--- config.mk ---
export PLATFORM = sky130hd
export DESIGN_NAME = pmr_regs
export DESIGN_NICKNAME = d
export VERILOG_FILES = /design/src/pmr_nv_array.v /design/src/pmr_fet_ctrl.v /design/src/pmr_regs.v
export VERILOG_INCLUDE_DIRS = /design/src /design/src/src
export SDC_FILE = /design/constraint.sdc
export NUM_CORES = 2
export LEC_CHECK = 0
export ABC_CLOCK_PERIOD_IN_PS = 5200
export BUFFER_PORTS_ARGS = -buffer_cell sky130_fd_sc_hd__clkbuf_2
export CORE_ASPECT_RATIO = 1.25
export CORE_MARGIN = 3
export CORE_UTILIZATION = 40
export DETAILED_ROUTE_END_ITERATION = 8
export GPL_ROUTABILITY_DRIVEN = 0
export GPL_TIMING_DRIVEN = 0
export PLACE_DENSITY = 0.54
export SETUP_SLACK_MARGIN = 0.02
export SLEW_MARGIN = 20
export SYNTH_ARGS = -nofsm -noshare
export SYNTH_HDL_FRONTEND = slang
export SYNTH_SLANG_ARGS = --single-unit
--- constraint.sdc ---
create_clock -name ref_clk -period 5.2 [get_ports ref_clk]
set_input_delay 0.78 -clock ref_clk [delete_from_list [all_inputs] [get_ports ref_clk]]
set_output_delay 0.78 -clock ref_clk [all_outputs]
set_load 0.1 [all_outputs]
--- src/pmr_consts.vh ---
/*
 * Constants for the pack monitor register access block: byte addresses,
 * field positions, reset values and non-volatile memory geometry.
 * Assumes inclusion by bare name from the design files.
 */
`ifndef PMR_CONSTS_VH
`define PMR_CONSTS_VH

// ********************************************************
// Address map
// ********************************************************
`define PMR_AW            8
`define PMR_DW            8
`define PMR_NV_LAST       8'h7F
`define PMR_RSV1_LO       8'h4C
`define PMR_RSV1_HI       8'h4F
`define PMR_RSV2_LO       8'h58
`define PMR_RSV2_HI       8'h7F
`define PMR_RSV3_LO       8'hAC
`define PMR_ADDR_STATUS   8'h80
`define PMR_ADDR_FETCTL   8'h86
`define PMR_ADDR_CTL      8'h88
`define PMR_ADDR_NVEN     8'h89
`define PMR_ADDR_ADC_LO   8'hAA
`define PMR_ADDR_ADC_HI   8'hAB

// ********************************************************
// Field positions and masks
// ********************************************************
`define PMR_FET_DSG       0
`define PMR_FET_CHG       1
`define PMR_FET_MASK      8'h03
`define PMR_CTL_OVR       0
`define PMR_CTL_SCANOFF   1
`define PMR_CTL_WDCTL     2
`define PMR_CTL_MASK      8'h07
`define PMR_NVEN_SEL      0
`define PMR_NVEN_MASK     8'h01
`define PMR_ST_SLEEP      0
`define PMR_ST_FAULT      1
`define PMR_ST_OFF        2
`define PMR_ADC_HI_MASK   8'h3F

// ********************************************************
// Reset values and geometry
// ********************************************************
`define PMR_RST_ZERO      8'h00
`define PMR_NV_PAGES      8
`define PMR_NV_PAGE_BYTES 16
`define PMR_NV_WORDS      128
`define PMR_NV_IDX_W      7
`define PMR_PG_IDX_W      4
`define PMR_NV_WR_NS      5000
`define PMR_CLK_NS        8

`endif

--- src/pmr_nv_array.v ---
/*
 * Non-volatile array model: eight pages of sixteen bytes with a page
 * write that commits a collected page in one program cycle.
 * Assumes the caller writes bytes of a single page and holds off accesses while busy.
 */
`timescale 1ns/1ps
`include "pmr_consts.vh"

module pmr_nv_array (
    input  wire                       ref_clk,
    input  wire                       reset,
    input  wire [`PMR_NV_IDX_W-1:0]   rd_addr,
    output wire [`PMR_DW-1:0]         rd_data,
    input  wire                       byte_we,
    input  wire [`PMR_NV_IDX_W-1:0]   byte_addr,
    input  wire [`PMR_DW-1:0]         byte_data,
    input  wire                       page_commit,
    output reg                        busy_q
);
    localparam integer PROG_CYC = (`PMR_NV_WR_NS + `PMR_CLK_NS - 1) / `PMR_CLK_NS;

    reg [`PMR_DW-1:0]  mem_q [0:`PMR_NV_WORDS-1];
    reg [`PMR_DW-1:0]  pbuf_q [0:`PMR_NV_PAGE_BYTES-1];
    reg [`PMR_NV_PAGE_BYTES-1:0] pdirty_q;
    reg [2:0]          page_q;
    reg [12:0]         cnt_q;
    integer            i;

    assign rd_data = mem_q[rd_addr];

    // Bytes of one page collect here, then program together.
    always @(posedge ref_clk) begin
        if (reset) begin
            pdirty_q <= {`PMR_NV_PAGE_BYTES{1'b0}};
            busy_q   <= 1'b0;
            cnt_q    <= 13'h0000;
            page_q   <= 3'h0;
        end else if (busy_q) begin
            if (cnt_q == 13'h0000) begin
                for (i = 0; i < `PMR_NV_PAGE_BYTES; i = i + 1) begin
                    if (pdirty_q[i])
                        mem_q[{page_q, i[3:0]}] <= pbuf_q[i];
                end
                pdirty_q <= {`PMR_NV_PAGE_BYTES{1'b0}};
                busy_q   <= 1'b0;
            end else begin
                cnt_q <= cnt_q - 13'h0001;
            end
        end else begin
            if (byte_we) begin
                pbuf_q[byte_addr[3:0]]   <= byte_data;
                pdirty_q[byte_addr[3:0]] <= 1'b1;
                page_q                   <= byte_addr[6:4];
            end
            // The commit strobe always comes with a byte write, so a one-byte page
            // write still programs even though no byte was dirty before it.
            if (page_commit) begin
                busy_q <= 1'b1;
                cnt_q  <= PROG_CYC[12:0];
            end
        end
    end
endmodule

--- src/pmr_fet_ctrl.v ---
/*
 * Power switch drive decision: automatic protection or host override,
 * with hard faults and sleep always forcing the switches off.
 * Assumes fault and request inputs are synchronous to ref_clk.
 */
`timescale 1ns/1ps
`include "pmr_consts.vh"

module pmr_fet_ctrl (
    input  wire       ref_clk,
    input  wire       reset,
    input  wire       host_switch_override,
    input  wire [1:0] host_req,
    input  wire [1:0] auto_req,
    input  wire       hard_fault,
    input  wire       sleep_flag,
    input  wire       all_switches_off,
    output reg  [1:0] drive_q
);
    reg [1:0] drive_d;

    always @* begin
        if (host_switch_override)
            drive_d = host_req;
        else
            drive_d = auto_req;
        if (hard_fault || sleep_flag || all_switches_off)
            drive_d = 2'h0;
    end

    always @(posedge ref_clk) begin
        if (reset)
            drive_q <= 2'h0;
        else
            drive_q <= drive_d;
    end
endmodule

--- src/pmr_regs.v ---
/*
 * Register bank of the pack monitor as seen by the host over I2C: shadow
 * and non-volatile configuration area, switch control, control bits,
 * status flags and the raw conversion result.
 * Assumes an I2C slave upstream that gives one-cycle read and write
 * strobes with a byte address, and reads rd_data the cycle after.
 */
// How it works
// Written ones trigger their control action.
// Status bits read one while condition exists.
// Host writes reserved bits as zero.
// Host never writes reserved address ranges.
// Host ignores reserved bits on read.
// Sleep cleared: power-up, charger rise, load fall.
// Automatic mode: hardware drives switch bits.
// Override: host drives switches, read shows drive.
// Select zero routes area to shadow.
// Select one routes area to array.
// Host sets select alone before programming.
// Watchdog expiry clears governed control bit.
// Array is eight pages of sixteen bytes.
// Scan disable stops all measurement scans.
// Host handles protection while scans off.
// Faults, sleep, all-off force switches off.
// Reserved writes ignored, nothing else changes.
`timescale 1ns/1ps
`include "pmr_consts.vh"

module pmr_regs (
    input  wire                 ref_clk,
    input  wire                 reset,
    input  wire                 wr_stb,
    input  wire                 rd_stb,
    input  wire [`PMR_AW-1:0]   addr,
    input  wire [`PMR_DW-1:0]   wr_data,
    input  wire                 wr_last,
    output reg  [`PMR_DW-1:0]   rd_data_q,
    output reg                  nv_busy_q,
    input  wire                 charger_monitor_input,
    input  wire                 load_monitor_input,
    input  wire                 sleep_entry,
    input  wire [1:0]           auto_req,
    input  wire                 short_circuit,
    input  wire                 open_wire,
    input  wire                 internal_over_temp,
    input  wire                 overvoltage_lockout,
    input  wire                 undervoltage_lockout,
    input  wire                 all_switches_off,
    input  wire                 watchdog_expired,
    input  wire                 watchdog_active,
    input  wire [13:0]          conversion_value,
    input  wire                 conversion_valid,
    output reg  [1:0]           switch_drive_q,
    output reg                  scan_enable_q,
    output reg                  wd_ctl_q
);
    // ********************************************************
    // Address decode helpers
    // ********************************************************
    function is_reserved;
        input [`PMR_AW-1:0] a;
        begin
            is_reserved = ((a >= `PMR_RSV1_LO) && (a <= `PMR_RSV1_HI)) ||
                          ((a >= `PMR_RSV2_LO) && (a <= `PMR_RSV2_HI)) ||
                          (a >= `PMR_RSV3_LO);
        end
    endfunction

    function is_nv;
        input [`PMR_AW-1:0] a;
        begin
            is_nv = (a <= `PMR_NV_LAST) && !is_reserved(a);
        end
    endfunction

    // ********************************************************
    // State
    // ********************************************************
    reg [`PMR_DW-1:0] shadow_q [0:`PMR_NV_WORDS-1];
    reg [1:0]         host_fet_q;
    reg               override_q;
    reg               scan_off_q;
    reg               nv_sel_q;
    reg               sleep_q;
    reg               chg_mon_q;
    reg               ld_mon_q;
    reg               pwr_up_q;
    reg [13:0]        adc_q;
    reg [`PMR_DW-1:0] rd_d;
    wire [1:0]        drive_w;
    wire [`PMR_DW-1:0] nv_rd;
    wire              nv_busy_w;
    wire              hard_fault;
    wire              wr_ok;
    wire              nv_wr;

    assign hard_fault = short_circuit | open_wire | internal_over_temp |
                        overvoltage_lockout | undervoltage_lockout;
    // Reserved addresses fall through every decode below untouched.
    assign wr_ok = wr_stb && !is_reserved(addr);
    // Array writes go through only while the select bit stands.
    assign nv_wr = wr_ok && is_nv(addr) && nv_sel_q && !nv_busy_w;

    pmr_nv_array u_nv (
        .ref_clk     (ref_clk),
        .reset       (reset),
        .rd_addr     (addr[`PMR_NV_IDX_W-1:0]),
        .rd_data     (nv_rd),
        .byte_we     (nv_wr),
        .byte_addr   (addr[`PMR_NV_IDX_W-1:0]),
        .byte_data   (wr_data),
        .page_commit (nv_wr && wr_last),
        .busy_q      (nv_busy_w)
    );

    pmr_fet_ctrl u_fet (
        .ref_clk              (ref_clk),
        .reset                (reset),
        .host_switch_override (override_q),
        .host_req             (host_fet_q),
        .auto_req             (auto_req),
        .hard_fault           (hard_fault),
        .sleep_flag           (sleep_q),
        .all_switches_off     (all_switches_off),
        .drive_q              (drive_w)
    );

    // ********************************************************
    // Shadow copy of the configuration area
    // ********************************************************
    // Shadow holds no reset, so power-up contents are undefined until loaded.
    always @(posedge ref_clk) begin
        if (wr_ok && is_nv(addr) && !nv_sel_q)
            shadow_q[addr[`PMR_NV_IDX_W-1:0]] <= wr_data;
    end

    // ********************************************************
    // Control registers
    // ********************************************************
    always @(posedge ref_clk) begin
        if (reset) begin
            host_fet_q <= 2'h0;
            override_q <= 1'b0;
            scan_off_q <= 1'b0;
            wd_ctl_q   <= 1'b0;
            nv_sel_q   <= 1'b0;
        end else begin
            if (wr_ok && (addr == `PMR_ADDR_FETCTL))
                host_fet_q <= wr_data[`PMR_FET_CHG:`PMR_FET_DSG];
            if (wr_ok && (addr == `PMR_ADDR_CTL)) begin
                override_q <= wr_data[`PMR_CTL_OVR];
                scan_off_q <= wr_data[`PMR_CTL_SCANOFF];
            end
            if (wr_ok && (addr == `PMR_ADDR_NVEN))
                nv_sel_q <= wr_data[`PMR_NVEN_SEL];
            // Expiry wins over a host write in the same cycle.
            if (watchdog_active && watchdog_expired)
                wd_ctl_q <= 1'b0;
            else if (wr_ok && (addr == `PMR_ADDR_CTL))
                wd_ctl_q <= wr_data[`PMR_CTL_WDCTL];
        end
    end

    // ********************************************************
    // Sleep flag and monitor pin edges
    // ********************************************************
    always @(posedge ref_clk) begin
        if (reset) begin
            sleep_q   <= 1'b0;
            chg_mon_q <= 1'b0;
            ld_mon_q  <= 1'b1;
            pwr_up_q  <= 1'b1;
        end else begin
            chg_mon_q <= charger_monitor_input;
            ld_mon_q  <= load_monitor_input;
            pwr_up_q  <= 1'b0;
            // Wake events beat a sleep entry so the pack never misses a wake.
            if (pwr_up_q || (charger_monitor_input && !chg_mon_q) ||
                (!load_monitor_input && ld_mon_q))
                sleep_q <= 1'b0;
            else if (sleep_entry)
                sleep_q <= 1'b1;
        end
    end

    // ********************************************************
    // Outputs, conversion capture and read mux
    // ********************************************************
    always @(posedge ref_clk) begin
        if (reset) begin
            switch_drive_q <= 2'h0;
            scan_enable_q  <= 1'b1;
            nv_busy_q      <= 1'b0;
            adc_q          <= 14'h0000;
        end else begin
            switch_drive_q <= drive_w;
            scan_enable_q  <= !scan_off_q;
            nv_busy_q      <= nv_busy_w;
            if (conversion_valid)
                adc_q <= conversion_value;
        end
    end

    always @* begin
        rd_d = `PMR_RST_ZERO;
        if (is_nv(addr))
            rd_d = nv_sel_q ? nv_rd : shadow_q[addr[`PMR_NV_IDX_W-1:0]];
        else begin
            case (addr)
                `PMR_ADDR_STATUS: begin
                    rd_d[`PMR_ST_SLEEP] = sleep_q;
                    rd_d[`PMR_ST_FAULT] = hard_fault;
                    rd_d[`PMR_ST_OFF]   = all_switches_off;
                end
                `PMR_ADDR_FETCTL: rd_d = {6'h00, switch_drive_q};
                `PMR_ADDR_CTL:
                    rd_d = {5'h00, wd_ctl_q, scan_off_q, override_q};
                `PMR_ADDR_NVEN:   rd_d = {7'h00, nv_sel_q};
                `PMR_ADDR_ADC_LO: rd_d = adc_q[7:0];
                `PMR_ADDR_ADC_HI: rd_d = {2'h0, adc_q[13:8]} & `PMR_ADC_HI_MASK;
                default:          rd_d = `PMR_RST_ZERO;
            endcase
        end
    end

    always @(posedge ref_clk) begin
        if (reset)
            rd_data_q <= `PMR_RST_ZERO;
        else if (rd_stb)
            rd_data_q <= rd_d;
    end
endmodule

==> key figures <==
Outcome
  – Status: finished, violations left
  – Violated checks: negative setup slack

Global route
  – Vias in the first global route: 44415
  – Tot GR Track Use: a little under a third
  – First-pass GRT wire length: between 400 and 500 mm
  – Largest net degree at the start of global routing: 105
  – Total congestion overflow: 0
  – Antenna violations before repair: 26

Clocking
  – CTS Hold Buffers Added: 0
  – Worst-path clk slew: about 60 ps
  – Clock Path Buffers: 3
  – H-Tree Level Count: 4
  – Clock Root Buffer: clkbuf_16
  – Worst-Skew Late Latency: roughly 910 ps
  – Total CTS buffers: about 210
  – Clk sinks: approximately 2100
  – TritonCTS clock tree: done

Layout
  – Fin area: 0.0948 mm^2
  – Multi-input logic area: 0.0189 mm^2
  – Final design utilization: approximately 46%
  – Nets: 4564
  – Layout cells sized above 1: a little under a quarter
  – Fillers: around 17000
  – Layout area overhead: 15.3%
  – Register area: between 0.06 and 0.07 mm^2

Synth
  – Synth unique cells: 79
  – Synthesized area: around 0.082 mm^2
  – Count leader, synth: edfxtp_1
  – Top cell type's share of synthesized area: 75.1%
  – Post-synthesis instance total: 3928
  – Primary FF master, synth: edfxtp_1
  – Avg Cell Area, Syn: roughly 21 um^2
  – EDFF count, synth: 2056
  – Synth cell count leaders: 2056 x edfxtp_1, 441 x mux4_2, 209 x nor2_1
  – Synthesized flop and latch total: ~2100
  – Synth area leader: edfxtp_1
  – Ranking of synthesized cells by area: edfxtp_1 75%, mux4_2 12%, mux2i_1 2.3%
  – YS warnings: 0
  – Ys async rst share: 0%
  – Seq/Total Area, Yosys: approximately three quarters

Power and ir drop
  – Internal power: ~28000 uW
  – Switching Fraction: a little under a quarter
  – Switching power total: roughly 8600 uW
  – Comb pwr share: approximately 6.5%
  – LEAKAGE: between 0.03 and 0.04 uW
  – Reg power frac: 51.6%
  – Pwr Density: 387 mW/mm^2
  – VDD IR-drop max: approximately 0.38 mV
  – Clock share of power: about two fifths

Min path
  – Worst Hold Class: in2reg
  – Hold Path Sink: wd_ctl_q
  – Hold Path Stages: 2
  – Hold path start: watchdog_expired

Drt
  – Via/cell ratio: around 6.3
  – Post-route antenna net violation count: 0
  – Vias: around 47000
  – Detailed Route Iter0 Violations: 8658
  – 1st-pass router iterations: 9
  – WL final: around 340 mm
  – WL/cell: between 40 and 50 um
  – # DRC: 0

Setup path
  – Crit. End Element: flip-flop
  – R2r setup slk: about 1100 ps
  – Crit path required time: around 5700 ps
  – R2R cell count: 7
  – Maximum fanout along the worst path: 10
  – Critical path class: in2reg
  – Crit path DAT: around 6000 ps
  – Startpoint Class: input port
  – Worst R2R Start: u_nv.cnt_q[4]
  – Worst reg2reg path endpoint: u_nv.mem_q[39][7]

Placed design
  – Count of buffers from port buffering: 55
  – Placed Area: just under 0.09 mm^2
  – Detailed placer's ending HPWL: between 200 and 250 mm

STA
  – Final min period: ~5500 ps
  – PnR worst setup slack: -292 ps
  – Final Cycle Share: 106%
  – RSZ-0062 raised after global routing: false
  – Highest clock rate: between 150 and 200 MHz
  – Pins over their slew limit: 0
  – # setup viols final: between 300 and 400
  – Clock skew: ~65 ps
  – Final Hold Vio Count: 0
  – Worst slew margin: around 15%
  – Worst-Margin Slew: 1270 ps

Floorplanning
  – Initial Utilization: 40.3%
  – Total core area: 0.204 mm^2
  – I/O pin cnt: 62
  – Die area: approximately 0.21 mm^2
  – Num rows: about 190
  – Die W: 412 um
  – Die Ht: between 500 and 600 um

Run
  – Max-Cap Viols: 0
==> cell type report <==
class	instances	area share (%)
antenna	20	0.0528
buffer	212	1.57
clock buffer	248	5.67
clock inverter	131	1.47
inverter	8	0.0317
multi-input combinational	1860	19.9
sequential	2127	66.6
tap	2711	3.58
timing repair buffer	97	1.12
==> critical path: stages <==
cell,delay [ps]
buf_2,370
buf_4,310
buf_2,440
buf_4,580
buf_2,560
buf_4,570
buf_2,730
nor2b_1,360
nand2_1,700
nor2_1,500
==> flip-flops by register name, indices dropped and copies added (netlist names) <==
register / flops
u_nv.mem_q: 976
shadow_q: 952
u_nv.pbuf_q: 128
u_nv.pdirty_q: 16
adc_q: 14
u_nv.cnt_q: 13
rd_data_q: 8
u_nv.page_q: 3
host_fet_q: 2
switch_drive_q: 2
u_fet.drive_q: 2
chg_mon_q: 1
ld_mon_q: 1
nv_busy_q: 1
nv_sel_q: 1
override_q: 1
pwr_up_q: 1
scan_enable_q: 1
scan_off_q: 1
sleep_q: 1
u_nv.busy_q: 1
wd_ctl_q: 1
==> kinds of logic after synthesis <==
logic type | Yosys count | share of synthesized area, %
buffers and inverters | 220 | 1.79
other | 1 | 0.00456
adder cells (fa/ha/maj) | 1 | 0.0152
flip-flops | 2127 | 76.8
multiplexers | 655 | 15.0
XOR/XNOR | 10 | 0.106
AND/OR/NAND/NOR | 610 | 3.72
AO/OA/AOI/OAI | 304 | 2.61
==> how the worst max path moves through the flow <==
stage	end	depth (start not counted)	startpoint
floorplan	u_nv.pbuf_q[11][0]	8	addr[2]
global placement	shadow_q[87][4]	9	addr[1]
detailed placement	shadow_q[87][4]	9	addr[1]
CTS	shadow_q[53][5]	10	addr[1]
global route	shadow_q[82][5]	10	addr[2]
finish	shadow_q[85][1]	10	addr[1]
==> timing repair <==
action,4_1_cts,5_1_grt
gates resized for setup,24,1
pin swaps,0,0
endpoints found under the setup margin,280,1
setup buffers,0,0
==> power groups by stage <==
stage	Sequential (uW)	Clock (uW)	Combinational (uW)
after detailed placement	19300	0	2260
after global placement	19300	0	2200
final	18900	15400	2370
after global routing	18900	16000	2340
after CTS	18900	15400	2260
after floorplan	19300	0	971
==> routing by layer <==
layer / up-vias / wire length, um / track usage, %
met1: 24912 / 115000 / 38.3
met5: - / 44 / 0
met4: 6 / 29700 / 22.4
met2: 3820 / 150000 / 47.5
li1: 17157 / - / -
met3: 952 / 43000 / 11.7
==> stage by stage <==
stage          setup slack, ps  hold slack (ps)  setup TNS (ps)  power, uW  std cells
2_1_floorplan             1830              375               0      20300       4207
3_3_place_gp             -1600              400         -637270      21500       6973
3_5_place_dp             -1630              387         -499400      21600       7015
4_1_cts                    157             26.8               0      36600       7394
5_1_grt                   24.8             46.2               0      37300       7395
6_report                  -292             59.4          -49670      36700       7414
==> cell usage in the layout, fill, tap and decap left out, types with 48 or more instances in the layout <==
master        n
and2_1      137
clkinv_1     56
a22oi_1      85
nand2_1      95
clkbuf_1     84
a21oi_1      57
clkbuf_2     81
nor2_1      174
mux4_2      441
edfxtp_1   2056
dfxtp_1      71
conb_1      280
buf_2        48
mux2i_1     191
clkbuf_16   209
(Power assumes the default switching activity.)
